$ cat config.mk
export PLATFORM = sky130hd
export DESIGN_NAME = sync_serial_port
export DESIGN_NICKNAME = d
export VERILOG_FILES = /design/src/include/sync_serial_port_pkg.sv /design/src/logic/sync_serial_port.sv
export VERILOG_INCLUDE_DIRS = /design/src /design/src/include
export SDC_FILE = /design/constraint.sdc
export NUM_CORES = 1
export LEC_CHECK = 0
export BUFFER_PORTS_ARGS = -buffer_cell sky130_fd_sc_hd__buf_4
export CORE_MARGIN = 5
export CORE_UTILIZATION = 61
export CTS_CLUSTER_DIAMETER = 120
export DETAILED_ROUTE_END_ITERATION = 8
export PLACE_DENSITY = 0.85
export SYNTH_ARGS = -nofsm -noshare
export SYNTH_HDL_FRONTEND = slang
export SYNTH_SLANG_ARGS = --single-unit
$ cat constraint.sdc
create_clock -name aclk -period 7 [get_ports aclk]
set_input_delay 1.4 -clock aclk [delete_from_list [all_inputs] [get_ports aclk]]
set_output_delay 1.4 -clock aclk [all_outputs]
set_load 0.005 [all_outputs]
$ cat src/include/sync_serial_port_defines.svh
// How it works
// - Mode 0: drive on fall, sample on rise
// - Mode 1: drive on rise, sample on fall
// - Master clock rests at idle level
// - Bit 7 timing follows leading/trailing choice
// - Master write yields 8 or 16 pulses
// - Clock pin driven as master, input as slave
// - Slave output floats while select is high
// - Slave sends MSB first, 8/16 clocks
// - Echo retransmits input when data invalid
// - Without echo, always send data register
// - Select high restarts slave bit count
// - Interrupt on buffer full and enable
// - Interrupt while not busy and enabled
// - Interrupt on overrun and enable, master only
// - Disable clears busy, full, overrun flags; a slave-mode data write while disabled still sets busy
// - Disabled pins: idle clock, floating, known
// - Master select: 0 slave, 1 master
// - Width bit: 0 eight, 1 sixteen
// - Echo ignored in master mode
// - Data valid from write to transfer end
// - Clock divides by 2 times (field+1)
// - Read returns buffer, write loads shifter
// - Busy set by write, clears when stored
// - Read clears full unless word waiting
// - Overrun set on start while a word waits; W1C
`ifndef SYNC_SERIAL_PORT_DEFINES_SVH
`define SYNC_SERIAL_PORT_DEFINES_SVH

// Register indices; byte address is four times the index
`define SSP_DATA_IDX 24'hfffe60
`define SSP_CTRL_IDX 24'hfffe62
`define SSP_STAT_IDX 24'hfffe64

`define SSP_CTRL_RESET 16'h0000
`define SSP_WORD_RESET 16'h0000

`define SSP_STAT_BUSY_BIT 0
`define SSP_STAT_FULL_BIT 1
`define SSP_STAT_OVR_BIT  2

`define SSP_BITS_NARROW 5'h08
`define SSP_BITS_WIDE   5'h10

`define SSP_RESP_OKAY   2'h0
`define SSP_RESP_SLVERR 2'h2

`endif

$ cat src/include/sync_serial_port_pkg.sv
`default_nettype none
package sync_serial_port_pkg;

  typedef struct packed {
    logic [6:0] clock_divider_field;
    logic       clock_idle_level;
    logic       clock_edge_mode;
    logic       write_ready_irq_enable;
    logic       read_full_irq_enable;
    logic       overrun_irq_enable;
    logic       echo_enable;
    logic       word_width_select;
    logic       master_select;
    logic       port_enable;
  } ctrl_s;

  typedef enum logic [1:0] {
    XFER_IDLE  = 2'b00,
    XFER_RUN   = 2'b01,
    XFER_STALL = 2'b10
  } xfer_state_e;

  typedef enum logic [1:0] {
    SEL_DATA = 2'b00,
    SEL_CTRL = 2'b01,
    SEL_STAT = 2'b10,
    SEL_NONE = 2'b11
  } reg_sel_e;

endpackage
`default_nettype wire

$ cat src/logic/sync_serial_port.sv
// Design decision made here: the AXI4-Lite interface to the registers.
`timescale 1ns/1ps
`default_nettype none
`include "sync_serial_port_defines.svh"

module sync_serial_port #(
  parameter int ADDR_W = 26
) (
  input  wire logic              aclk,
  input  wire logic              aresetn,
  input  wire logic [ADDR_W-1:0] awaddr,
  input  wire logic              awvalid,
  output logic                   awready,
  input  wire logic [31:0]       wdata,
  input  wire logic [3:0]        wstrb,
  input  wire logic              wvalid,
  output logic                   wready,
  output logic [1:0]             bresp,
  output logic                   bvalid,
  input  wire logic              bready,
  input  wire logic [ADDR_W-1:0] araddr,
  input  wire logic              arvalid,
  output logic                   arready,
  output logic [31:0]            rdata,
  output logic [1:0]             rresp,
  output logic                   rvalid,
  input  wire logic              rready,
  input  wire logic              shift_clock_pin_in,
  output logic                   shift_clock_pin_out,
  output logic                   shift_clock_pin_oe_n,
  input  wire logic              master_out_slave_in_pin_in,
  output logic                   master_out_slave_in_pin_out,
  output logic                   master_out_slave_in_pin_oe_n,
  input  wire logic              master_in_slave_out_pin_in,
  output logic                   master_in_slave_out_pin_out,
  output logic                   master_in_slave_out_pin_oe_n,
  input  wire logic              slave_select_n,
  output logic                   irq
);

  function automatic sync_serial_port_pkg::reg_sel_e decode(input logic [ADDR_W-1:0] a);
    if (a == ADDR_W'({`SSP_DATA_IDX, 2'b00}))
      decode = sync_serial_port_pkg::SEL_DATA;
    else if (a == ADDR_W'({`SSP_CTRL_IDX, 2'b00}))
      decode = sync_serial_port_pkg::SEL_CTRL;
    else if (a == ADDR_W'({`SSP_STAT_IDX, 2'b00}))
      decode = sync_serial_port_pkg::SEL_STAT;
    else
      decode = sync_serial_port_pkg::SEL_NONE;
  endfunction

  function automatic logic [15:0] merge16(input logic [15:0] old, input logic [31:0] nw, input logic [3:0] s);
    merge16 = {s[1] ? nw[15:8] : old[15:8], s[0] ? nw[7:0] : old[7:0]};
  endfunction

  // Top transmit bit: 15 when wide, 7 when narrow
  function automatic logic top_bit(input logic wide, input logic [15:0] v);
    top_bit = wide ? v[15] : v[7];
  endfunction

  sync_serial_port_pkg::ctrl_s       ctrl;
  sync_serial_port_pkg::xfer_state_e state;
  sync_serial_port_pkg::reg_sel_e    wsel;
  sync_serial_port_pkg::reg_sel_e    rsel;

  logic              aw_held;
  logic              w_held;
  logic [ADDR_W-1:0] aw_addr;
  logic [31:0]       w_data;
  logic [3:0]        w_strb;
  logic              do_wr;
  logic              rd_take;
  logic              wr_data;
  logic              wr_ctrl;
  logic              wr_stat;
  logic              rd_data;

  logic [15:0] data_word;
  logic [15:0] tx;
  logic [15:0] rx;
  logic [15:0] rbuf;
  logic [15:0] pend;
  logic        busy;
  logic        read_buffer_full_flag;
  logic        overrun_flag;
  logic        data_valid;
  logic [4:0]  nsamp;
  logic [5:0]  nedge;
  logic [6:0]  div_cnt;
  logic        phase;
  logic        sclk_prev;

  logic        en;
  logic        mst;
  logic        wide;
  logic [4:0]  nbits;
  logic        out_lead;
  logic        m_tick;
  logic        m_lead;
  logic        m_trail;
  logic        s_act;
  logic        s_lvl;
  logic        s_lead;
  logic        s_trail;
  logic        lead;
  logic        trail;
  logic        din;
  logic        sample;
  logic        shift_out;
  logic        done;
  logic        start;
  logic        echo_now;
  logic [15:0] rx_next;
  logic [15:0] done_word;
  logic [15:0] wr_merged;

  assign en   = ctrl.port_enable;
  assign mst  = ctrl.master_select;
  assign wide = ctrl.word_width_select;
  assign nbits = wide ? `SSP_BITS_WIDE : `SSP_BITS_NARROW;

  // output edge is leading when mode and idle differ
  assign out_lead = ctrl.clock_edge_mode ^ ctrl.clock_idle_level;

  // half period of divider+1 system clocks
  assign m_tick  = en && mst && (state == sync_serial_port_pkg::XFER_RUN) &&
                   (div_cnt == ctrl.clock_divider_field);
  assign m_lead  = m_tick && !phase;
  assign m_trail = m_tick && phase;

  // Slave clock seen relative to idle level, so leading is 0 to 1
  assign s_lvl   = shift_clock_pin_in ^ ctrl.clock_idle_level;
  assign s_act   = en && !mst && !slave_select_n;
  assign s_lead  = s_act && s_lvl && !sclk_prev;
  assign s_trail = s_act && !s_lvl && sclk_prev && (state == sync_serial_port_pkg::XFER_RUN);

  assign lead  = m_lead || s_lead;
  assign trail = m_trail || s_trail;
  assign din   = mst ? master_in_slave_out_pin_in : master_out_slave_in_pin_in;

  // sample and drive edges follow the clock mode
  assign sample    = out_lead ? trail : lead;
  // first leading drive edge presents the MSB already loaded
  assign shift_out = (out_lead ? lead : trail) && (nsamp != 5'h00);

  assign rx_next   = {rx[14:0], din};
  assign done_word = sample ? rx_next : rx;

  // master ends after 2N edges, clock back at idle
  // slave ends at the Nth sample
  assign done = mst ? (m_tick && (nedge == {nbits, 1'b0} - 6'h01))
                    : (sample && (nsamp == nbits - 5'h01));

  assign start = mst ? (wr_data && en) :
                 (s_lead && (state != sync_serial_port_pkg::XFER_RUN));

  // echo only as slave with no valid data
  assign echo_now = !mst && ctrl.echo_enable && !data_valid;

  // Bus side
  assign awready = !aw_held;
  assign wready  = !w_held;
  assign arready = !rvalid;
  assign do_wr   = aw_held && w_held && !bvalid;
  assign rd_take = arvalid && arready;
  assign wsel    = decode(aw_addr);
  assign rsel    = decode(araddr);
  assign wr_data = do_wr && (wsel == sync_serial_port_pkg::SEL_DATA);
  assign wr_ctrl = do_wr && (wsel == sync_serial_port_pkg::SEL_CTRL);
  assign wr_stat = do_wr && (wsel == sync_serial_port_pkg::SEL_STAT);
  assign rd_data = rd_take && (rsel == sync_serial_port_pkg::SEL_DATA);
  assign wr_merged = merge16(data_word, w_data, w_strb);

  always_ff @(posedge aclk)
  begin
    if (!aresetn)
    begin
      aw_held <= 1'b0;
      aw_addr <= '0;
    end
    else if (awvalid && awready)
    begin
      aw_held <= 1'b1;
      aw_addr <= awaddr;
    end
    else if (do_wr)
      aw_held <= 1'b0;
  end

  always_ff @(posedge aclk)
  begin
    if (!aresetn)
    begin
      w_held <= 1'b0;
      w_data <= 32'h0000_0000;
      w_strb <= 4'h0;
    end
    else if (wvalid && wready)
    begin
      w_held <= 1'b1;
      w_data <= wdata;
      w_strb <= wstrb;
    end
    else if (do_wr)
      w_held <= 1'b0;
  end

  always_ff @(posedge aclk)
  begin
    if (!aresetn)
    begin
      bvalid <= 1'b0;
      bresp  <= `SSP_RESP_OKAY;
    end
    else if (do_wr)
    begin
      bvalid <= 1'b1;
      bresp  <= (wsel == sync_serial_port_pkg::SEL_NONE) ? `SSP_RESP_SLVERR : `SSP_RESP_OKAY;
    end
    else if (bready)
      bvalid <= 1'b0;
  end

  // data reads return the read buffer
  always_ff @(posedge aclk)
  begin
    if (!aresetn)
    begin
      rvalid <= 1'b0;
      rdata  <= 32'h0000_0000;
      rresp  <= `SSP_RESP_OKAY;
    end
    else if (rd_take)
    begin
      rvalid <= 1'b1;
      rresp  <= `SSP_RESP_OKAY;
      case (rsel)
        sync_serial_port_pkg::SEL_DATA: rdata <= {16'h0000, rbuf};
        sync_serial_port_pkg::SEL_CTRL: rdata <= {16'h0000, ctrl};
        sync_serial_port_pkg::SEL_STAT: rdata <= {29'h0000_0000, overrun_flag, read_buffer_full_flag, busy};
        default:
        begin
          rdata <= 32'h0000_0000;
          rresp <= `SSP_RESP_SLVERR;
        end
      endcase
    end
    else if (rready)
      rvalid <= 1'b0;
  end

  // control layout; software changes it while disabled
  always_ff @(posedge aclk)
  begin
    if (!aresetn)
      ctrl <= `SSP_CTRL_RESET;
    else if (wr_ctrl)
      ctrl <= merge16(ctrl, w_data, w_strb);
  end

  // writes load the shifter, not the read buffer
  always_ff @(posedge aclk)
  begin
    if (!aresetn)
      data_word <= `SSP_WORD_RESET;
    else if (wr_data)
      data_word <= wr_merged;
  end

  // valid from write until the transfer ends
  always_ff @(posedge aclk)
  begin
    if (!aresetn)
      data_valid <= 1'b0;
    else if (wr_data)
      data_valid <= 1'b1;
    else if (done)
      data_valid <= 1'b0;
  end

  // Slave copy is reloaded while idle so each transfer starts from the word
  always_ff @(posedge aclk)
  begin
    if (!aresetn)
      tx <= `SSP_WORD_RESET;
    else if (wr_data)
      tx <= wr_merged;
    else if (shift_out)
      tx <= {tx[14:0], 1'b0};
    else if (!mst && state != sync_serial_port_pkg::XFER_RUN)
      tx <= data_word;
  end

  always_ff @(posedge aclk)
  begin
    if (!aresetn)
      rx <= `SSP_WORD_RESET;
    else if (sample)
      rx <= rx_next;
  end

  // select high restarts the slave count
  always_ff @(posedge aclk)
  begin
    if (!aresetn)
      nsamp <= 5'h00;
    else if (!en || (!mst && slave_select_n) || done)
      nsamp <= 5'h00;
    else if (sample)
      nsamp <= nsamp + 5'h01;
  end

  always_ff @(posedge aclk)
  begin
    if (!aresetn)
      sclk_prev <= 1'b0;
    else if (!s_act)
      sclk_prev <= 1'b0;
    else
      sclk_prev <= s_lvl;
  end

  always_ff @(posedge aclk)
  begin
    if (!aresetn)
    begin
      div_cnt <= 7'h00;
      phase   <= 1'b0;
      nedge   <= 6'h00;
    end
    else if (!en || !mst || state != sync_serial_port_pkg::XFER_RUN || done)
    begin
      div_cnt <= 7'h00;
      phase   <= 1'b0;
      nedge   <= 6'h00;
    end
    else if (m_tick)
    begin
      div_cnt <= 7'h00;
      phase   <= !phase;
      nedge   <= nedge + 6'h01;
    end
    else
      div_cnt <= div_cnt + 7'h01;
  end

  always_ff @(posedge aclk)
  begin
    if (!aresetn)
    begin
      state <= sync_serial_port_pkg::XFER_IDLE;
      busy  <= 1'b0;
      read_buffer_full_flag   <= 1'b0;
      rbuf  <= `SSP_WORD_RESET;
      pend  <= `SSP_WORD_RESET;
    end
    else if (!en)
    begin
      state <= sync_serial_port_pkg::XFER_IDLE;
      busy  <= wr_data && !mst;
      read_buffer_full_flag   <= 1'b0;
    end
    else if (done)
    begin
      // busy clears only if the word could be stored
      if (!read_buffer_full_flag || rd_data)
      begin
        rbuf  <= wide ? done_word : {rbuf[15:8], done_word[7:0]};
        read_buffer_full_flag   <= 1'b1;
        busy  <= 1'b0;
        state <= sync_serial_port_pkg::XFER_IDLE;
      end
      else
      begin
        pend  <= done_word;
        state <= sync_serial_port_pkg::XFER_STALL;
      end
    end
    else if (start)
    begin
      // write or first slave edge sets busy
      state <= sync_serial_port_pkg::XFER_RUN;
      busy  <= 1'b1;
    end
    else if (!mst && slave_select_n && state == sync_serial_port_pkg::XFER_RUN)
      state <= sync_serial_port_pkg::XFER_IDLE;
    else if (rd_data)
    begin
      // waiting word reloads at once, flag stays set
      if (state == sync_serial_port_pkg::XFER_STALL)
      begin
        rbuf  <= wide ? pend : {rbuf[15:8], pend[7:0]};
        busy  <= 1'b0;
        state <= sync_serial_port_pkg::XFER_IDLE;
      end
      else
        read_buffer_full_flag <= 1'b0;
    end
    else if (wr_data)
      busy <= 1'b1;
  end

  // set wins over the write-one clear
  always_ff @(posedge aclk)
  begin
    if (!aresetn)
      overrun_flag <= 1'b0;
    else if (!en)
      overrun_flag <= 1'b0;
    else if (start && mst && read_buffer_full_flag && state == sync_serial_port_pkg::XFER_STALL)
      overrun_flag <= 1'b1;
    else if (wr_stat && w_strb[0] && w_data[`SSP_STAT_OVR_BIT])
      overrun_flag <= 1'b0;
  end

  // clock pin driven as master, idle level outside transfers
  assign shift_clock_pin_out  = ctrl.clock_idle_level ^ (phase && en && mst);
  assign shift_clock_pin_oe_n = !mst;

  // master output holds zero while disabled
  assign master_out_slave_in_pin_out  = en && mst && top_bit(wide, tx);
  assign master_out_slave_in_pin_oe_n = !mst;

  // slave output driven only while selected
  assign master_in_slave_out_pin_out  = echo_now ? master_out_slave_in_pin_in : top_bit(wide, tx);
  assign master_in_slave_out_pin_oe_n = !(en && !mst && !slave_select_n);

  // level interrupt from flags and enables
  assign irq = (read_buffer_full_flag && ctrl.read_full_irq_enable) ||
               (!busy && ctrl.write_ready_irq_enable) ||
               (overrun_flag && ctrl.overrun_irq_enable);

endmodule
`default_nettype wire
== Word level (Yosys, flattened, before mapping) ==
Index checks and enable logic that the tools add are counted.

* Output and inout bits: 48
* Register bits after elaboration: 206

* Eq/ne operators: 27
* Reductions and logical operators: 95
* $add $sub $neg: 5
* Multiplexer cells: 62
* Bitwise operators: 5

{| class="wikitable"
|+ Operators with widths
! kind !! number
|-
| two-way mux 16 bit || 12
|-
| == test 26 bit, second input constant || 6
|-
| one-hot mux 16 bit (3 select lines) || 1
|-
| logical AND 1 bit || 43
|-
| two-way mux 1 bit || 34
|-
| two-way mux 2 bit || 12
|-
| two-way mux 8 bit || 2
|-
| nonzero test 2 bit || 8
|-
| logical NOT 1 bit || 14
|-
| logical OR 1 bit || 10
|-
| AND reduction 2 bit || 5
|-
| == test 2 bit, second input constant || 4
|-
| inequality test 2 bit, second input constant || 4
|-
| inequality test 4 bit, second input constant || 2
|-
| AND reduction 8 bit || 1
|-
| nonzero test 4 bit || 2
|-
| adder 7 x 1 -> 7 bit, second input constant || 1
|-
| == test 7 bit || 1
|-
| adder 6 x 1 -> 6 bit, second input constant || 1
|-
| == test 2 x 1 -> 1 bit, second input constant || 3
|-
| == test 6 bit || 1
|-
| AND reduction 6 bit || 1
|-
| OR reduction 3 bit || 2
|-
| subtractor 6 x 1 -> 6 bit, second input constant || 1
|-
| other kinds (17) || 23
|}

== Depth between registers and ports, before layout ==
* Word-level depth: 12
* Gate-level depth with buffers: 11

== Least setup slack after synthesis ==
Ideal clock, no wire load.

* Path kind: input to register
* From: in araddr[9]
* To: reg rbuf[14]
* Library setup time: 0.059 ns
* Required time: 6.941 ns
* Arrival time: 3.295 ns
* Slack: 3.646 ns
* Stages on the path: 8
* Path buffers: 1
* Path through: or4bb_1 > nor4_2 > nand4_2 > nand2_1 > a22o_4 > and3_1 > buf_4 > a22o_1

* Word-level cells in the longest chain between the ends: 9
* Elaborated cells on any way between the ends: 12
* Classes of those cells: eq/ne: 4; mux: 3; reduce/logical: 5

{| class="wikitable"
|+ RTL lines
! element !! line !! text
|-
| start: declaration || sync_serial_port.sv:21 || <nowiki>input wire logic [ADDR_W-1:0] araddr,</nowiki>
|-
| == test 26 bit || sync_serial_port.sv:46 || <nowiki>else if (a == ADDR_W'({`SSP_STAT_IDX, 2'b00}))</nowiki>
|-
| two-way mux 1 bit || sync_serial_port.sv:46 ||
|-
| two-way mux 2 bit || sync_serial_port.sv:44 || <nowiki>else if (a == ADDR_W'({`SSP_CTRL_IDX, 2'b00}))</nowiki>
|-
| two-way mux 2 bit * || sync_serial_port.sv:42 || <nowiki>if (a == ADDR_W'({`SSP_DATA_IDX, 2'b00}))</nowiki>
|-
| logical NOT 2 bit * || sync_serial_port.sv:171 || <nowiki>assign rd_data = rd_take && (rsel == sync_serial_port_pkg::SEL_DATA);</nowiki>
|-
| logical AND 1 bit * || sync_serial_port.sv:171 ||
|-
| logical OR 1 bit || sync_serial_port.sv:366 || <nowiki>if (!read_buffer_full_flag || rd_data)</nowiki>
|-
| inequality test 2 x 1 -> 1 bit (no line) || n/a ||
|-
| AND reduction 8 bit (no line) * || n/a ||
|-
| end signal: assignment || sync_serial_port.sv:354 || <nowiki>rbuf <= `SSP_WORD_RESET;</nowiki>
|-
| end signal: assignment || sync_serial_port.sv:368 || <nowiki>rbuf <= wide ? done_word : {rbuf[15:8], done_word[7:0]};</nowiki>
|-
| end signal: assignment || sync_serial_port.sv:392 || <nowiki>rbuf <= wide ? pend : {rbuf[15:8], pend[7:0]};</nowiki>
|-
| end: declaration || sync_serial_port.sv:81 || <nowiki>logic [15:0] rbuf;</nowiki>
|}

Mark *: on every way between the ends. The rest lies on a longest branch, timed or not.
A chain may end at the register's enable or synchronous reset.

== Worst setup path in the final report ==
* From: in araddr[9]
* To: reg rbuf[15]

The elaborated chain is that of the path after synthesis.

==> flow_metrics.tcl <==
set metrics [dict create \
    hold_depth 2 \
    drv_cap 0 \
    synth_edf_count 0 \
    viasPerCell 5.63 \
    finalNonFillerCells 1236 \
    timing.final.crit_share 0.504 \
    highest_layer "met4" \
    routedWlPerCell_um 15.8 \
    cts_tree "yes" \
    crit_chain "buf_4, or4bb_1, nor4_2, nand4_2, nand2_1, a22o_4, and3_1, a22o_1" \
    yosys_warnings 0 \
    rsz0062_at_grt "no" \
    start_util 0.622 \
    gp_congestion 0.880 \
    min_path_type "reg2reg" \
    grt_pass1_vias 6687 \
    place_inst 1204 \
    synth_top_cell_area_share 0.436 \
    min-delay-start "tx[10]$_SDFFE_PN0P_" \
    synth_compound_area_frac 0.187 \
    clockBufferDepth 2 \
    arrival_ns 3.89 \
    wl_met3_um 1210 \
    slew_viol_final 0 \
    die_y_um 129 \
    outcome "completed" \
    r2r_start "mst$_SDFFE_PN0P_" \
    final-setup-viol-count 0 \
    dpl.hpwl_um 13500 \
    finalHoldViolations 0 \
    diodes 0 \
    fmax_mhz 283 \
    drive_gt1_frac 0.177 \
    rr_endpoint "pend[6]$_SDFFE_PN0P_" \
    post-route-min-period_ns 3.53 \
    grt_max_degree 96 \
    post-route-drc-count 0 \
    clkLatencyLatePin_ns 0.42 \
    nFillCells 1079 \
    ys.flop_type "dfxtp_1" \
    leakage_uw 0.00408 \
    syn_inst 966 \
    critPathKind "in2reg" \
    drt_wl_total_um 19500 \
    core-area_um2 13900 \
    crit_path_end_kind "register" \
    synth-seq-area-share 0.436 \
    p_total_uw 2230 \
    synth_seq_cells 188 \
    die_w_um 129 \
    startpoint_type "input pin" \
    yosys-top-cells-area "dfxtp_1, nand2_1, a21boi_0" \
    crit_buf_inv 1 \
    port_buffers 110 \
    pwr_density_cell_nw_per_um2 223 \
    reg2reg_depth 8 \
    vias 6953 \
    synthSimpleGateAreaFrac 0.222 \
    ioPinCount 147 \
    min_to "tx[10]$_SDFFE_PN0P_" \
    cts_resized 0 \
    rows 43 \
    synth_top_family_by_area "simple AND/OR/NAND/NOR gates" \
    antenna_found_initial 0 \
    grt_pass1_wl_um 32200 \
    slew_headroom 0.439 \
    syn_to_final_growth_pct 16.0 \
    post_cts_buffers 0 \
    route.met2.wl_um 9520 \
    clock-sinks 188 \
    drtAntennaViolNets 0 \
    yosysTopAreaCell "dfxtp_1" \
    cts_made_buffers 17 \
    tightest_slew_ns 0.829 \
    grt-ovfl-total 0 \
    cpLargestDelayFamily "simple AND/OR/NAND/NOR gates" \
    regArea_um2 3760 \
    yosys.area_share.adder 0.00580 \
    crit_path_max_fanout 10 \
    fin_nets 1146 \
    die_area_um2 16600 \
    async_reset_ff_frac 0 \
    grt_usage 0.238 \
    cp_data_required_time_ns 7.37 \
    synth_cell_types 67 \
    slowest_delay_ns 0.51 \
    synthXorXnorAreaFrac 0.0264 \
    wl_met1_um 8390 \
    drt_iter0_markers 502 \
    avgSynthCellArea_um2 8.93 \
    cts-root-buf "clkbuf_16" \
    drtPass1Iterations 7 \
    holdBufCountCts 0 \
    reg2reg_setup_slack_ns 3.65 \
    tns_ns 0 \
    multi_input_area_um2 4480 \
    clkTransAtPathRegs_ns 0.07 \
    clock_skew_ns 0.00823 \
    h-tree-depth 4 \
    synth_mux_area_frac 0.0709 \
    slowest_stage "or4bb_1" \
    netlist_area_um2 8630 \
    peakVddDrop_mv 0.159 \
]
## power breakdown
group,switching (uW),internal [uW]
Sequential,15.9,1090
Clock,401,615
Combinational,53.6,57.5
Total,471,1760
## registers in the layout (all words and copies together) (netlist names), 5 cells and up
| signal | flops |
|---|---|
| aw_addr | 26 |
| data_word | 16 |
| pend | 16 |
| rbuf | 16 |
| rdata | 16 |
| rx | 16 |
| tx | 16 |
| w_data | 16 |
| ctrl | 13 |
| div_cnt | 7 |
| nedge | 6 |
| nsamp | 5 |
## routing by layer
metal / GRT usage / up-vias
met5: 0 / -
met4: 0.0791 / 0
met3: 0.0473 / 30
met2: 0.409 / 217
met1: 0.301 / 3258
li1: - / 3448
## synth_stat cells (3+ instances only)
master	instances
xnor2_1	10
nor2_1	41
ha_1	4
clkbuf_1	40
nand3_2	4
and2b_1	3
nor2b_1	36
o21ai_0	48
buf_2	9
o211ai_1	13
nand2_1	192
inv_1	12
nand2b_1	7
nor3_1	4
o31ai_1	10
a21oi_1	14
a21boi_0	67
nor4_2	4
o22a_1	13
dfxtp_1	188
and2_1	22
or2_2	5
mux2_4	5
xor2_1	16
and3_1	4
nand3_1	17
mux2i_1	48
nand4_1	8
or3_1	4
o211a_1	10
a22o_1	8
buf_4	22
o21a_1	5
mux2_2	3
nand4b_1	3
a21boi_1	16
o21ai_1	3
a22oi_1	4
buf_6	3
nand4bb_1	3
## how the worst max path moves through the flow
| stage | startpoint | to | slack (ns) | cells after the start |
|---|---|---|---|---|
| 2_1_floorplan | araddr[9] | rbuf[14]$_SDFFE_PN0P_ | 3.65 | 8 |
| 3_3_place_gp | araddr[9] | rbuf[14]$_SDFFE_PN0P_ | 3.09 | 8 |
| 3_5_place_dp | araddr[9] | rbuf[14]$_SDFFE_PN0P_ | 3.06 | 8 |
| 4_1_cts | araddr[9] | rbuf[15]$_SDFFE_PN0P_ | 3.48 | 8 |
| 5_1_grt | araddr[9] | rbuf[15]$_SDFFE_PN0P_ | 3.24 | 8 |
| 6_report | araddr[9] | rbuf[15]$_SDFFE_PN0P_ | 3.47 | 8 |
## kinds of logic (layout without fill, tap and decap cells)
logic type / Yosys count / after routing
simple gates: 378 / 378
buf+inv: 88 / 161
fa+ha+maj: 4 / 4
other cells: 1 / 18
flops: 188 / 188
xor+xnor: 26 / 26
mux: 57 / 57
compound gates: 224 / 224
## cell type report
class | count | share of cell area
Clock buffer | 20 | 0.0456
Clock inverter | 12 | 0.0167
Inverter | 14 | 0.00525
Multi-Input combinational cell | 707 | 0.448
Sequential cell | 188 | 0.376
Tap cell | 180 | 0.0225
Timing Repair Buffer | 115 | 0.0862
## layout by cell type, fill, tap and decap left out, types with 14 or more instances in the layout
cell type	n
a21boi_0	67
o21ai_0	48
a21oi_1	14
nor2b_1	36
a21boi_1	16
nand2_1	192
and2_1	22
dfxtp_1	188
conb_1	18
nand3_1	17
buf_4	115
clkbuf_16	17
mux2i_1	48
nor2_1	41
xor2_1	16
## worst register-to-register path, stage by stage (launching register included)
cell and delay, ns:
dfxtp_1 0.81, and4b_1 0.39, or4b_1 0.48, nor4_2 0.32, a22oi_2 0.11, buf_4 0.28, nor2_4 0.54, nand2_1 0.17
a21boi_1 0.18
## metrics by stage
| stage | util | setup slack (ns) | hold WS (ns) | instance area, um^2 |
|---|---|---|---|---|
| finish | 0.721 | 3.47 | 0.453 | 10000 |
| global route | 0.721 | 3.24 | 0.476 | 10000 |
| CTS | 0.721 | 3.48 | 0.457 | 10000 |
| detailed placement | 0.676 | 3.06 | 0.448 | 9390 |
| global placement | 0.676 | 3.09 | 0.440 | 9390 |
| floorplan | - | 3.65 | 0.426 | 8690 |
Power figures use the tool's default switching activity.
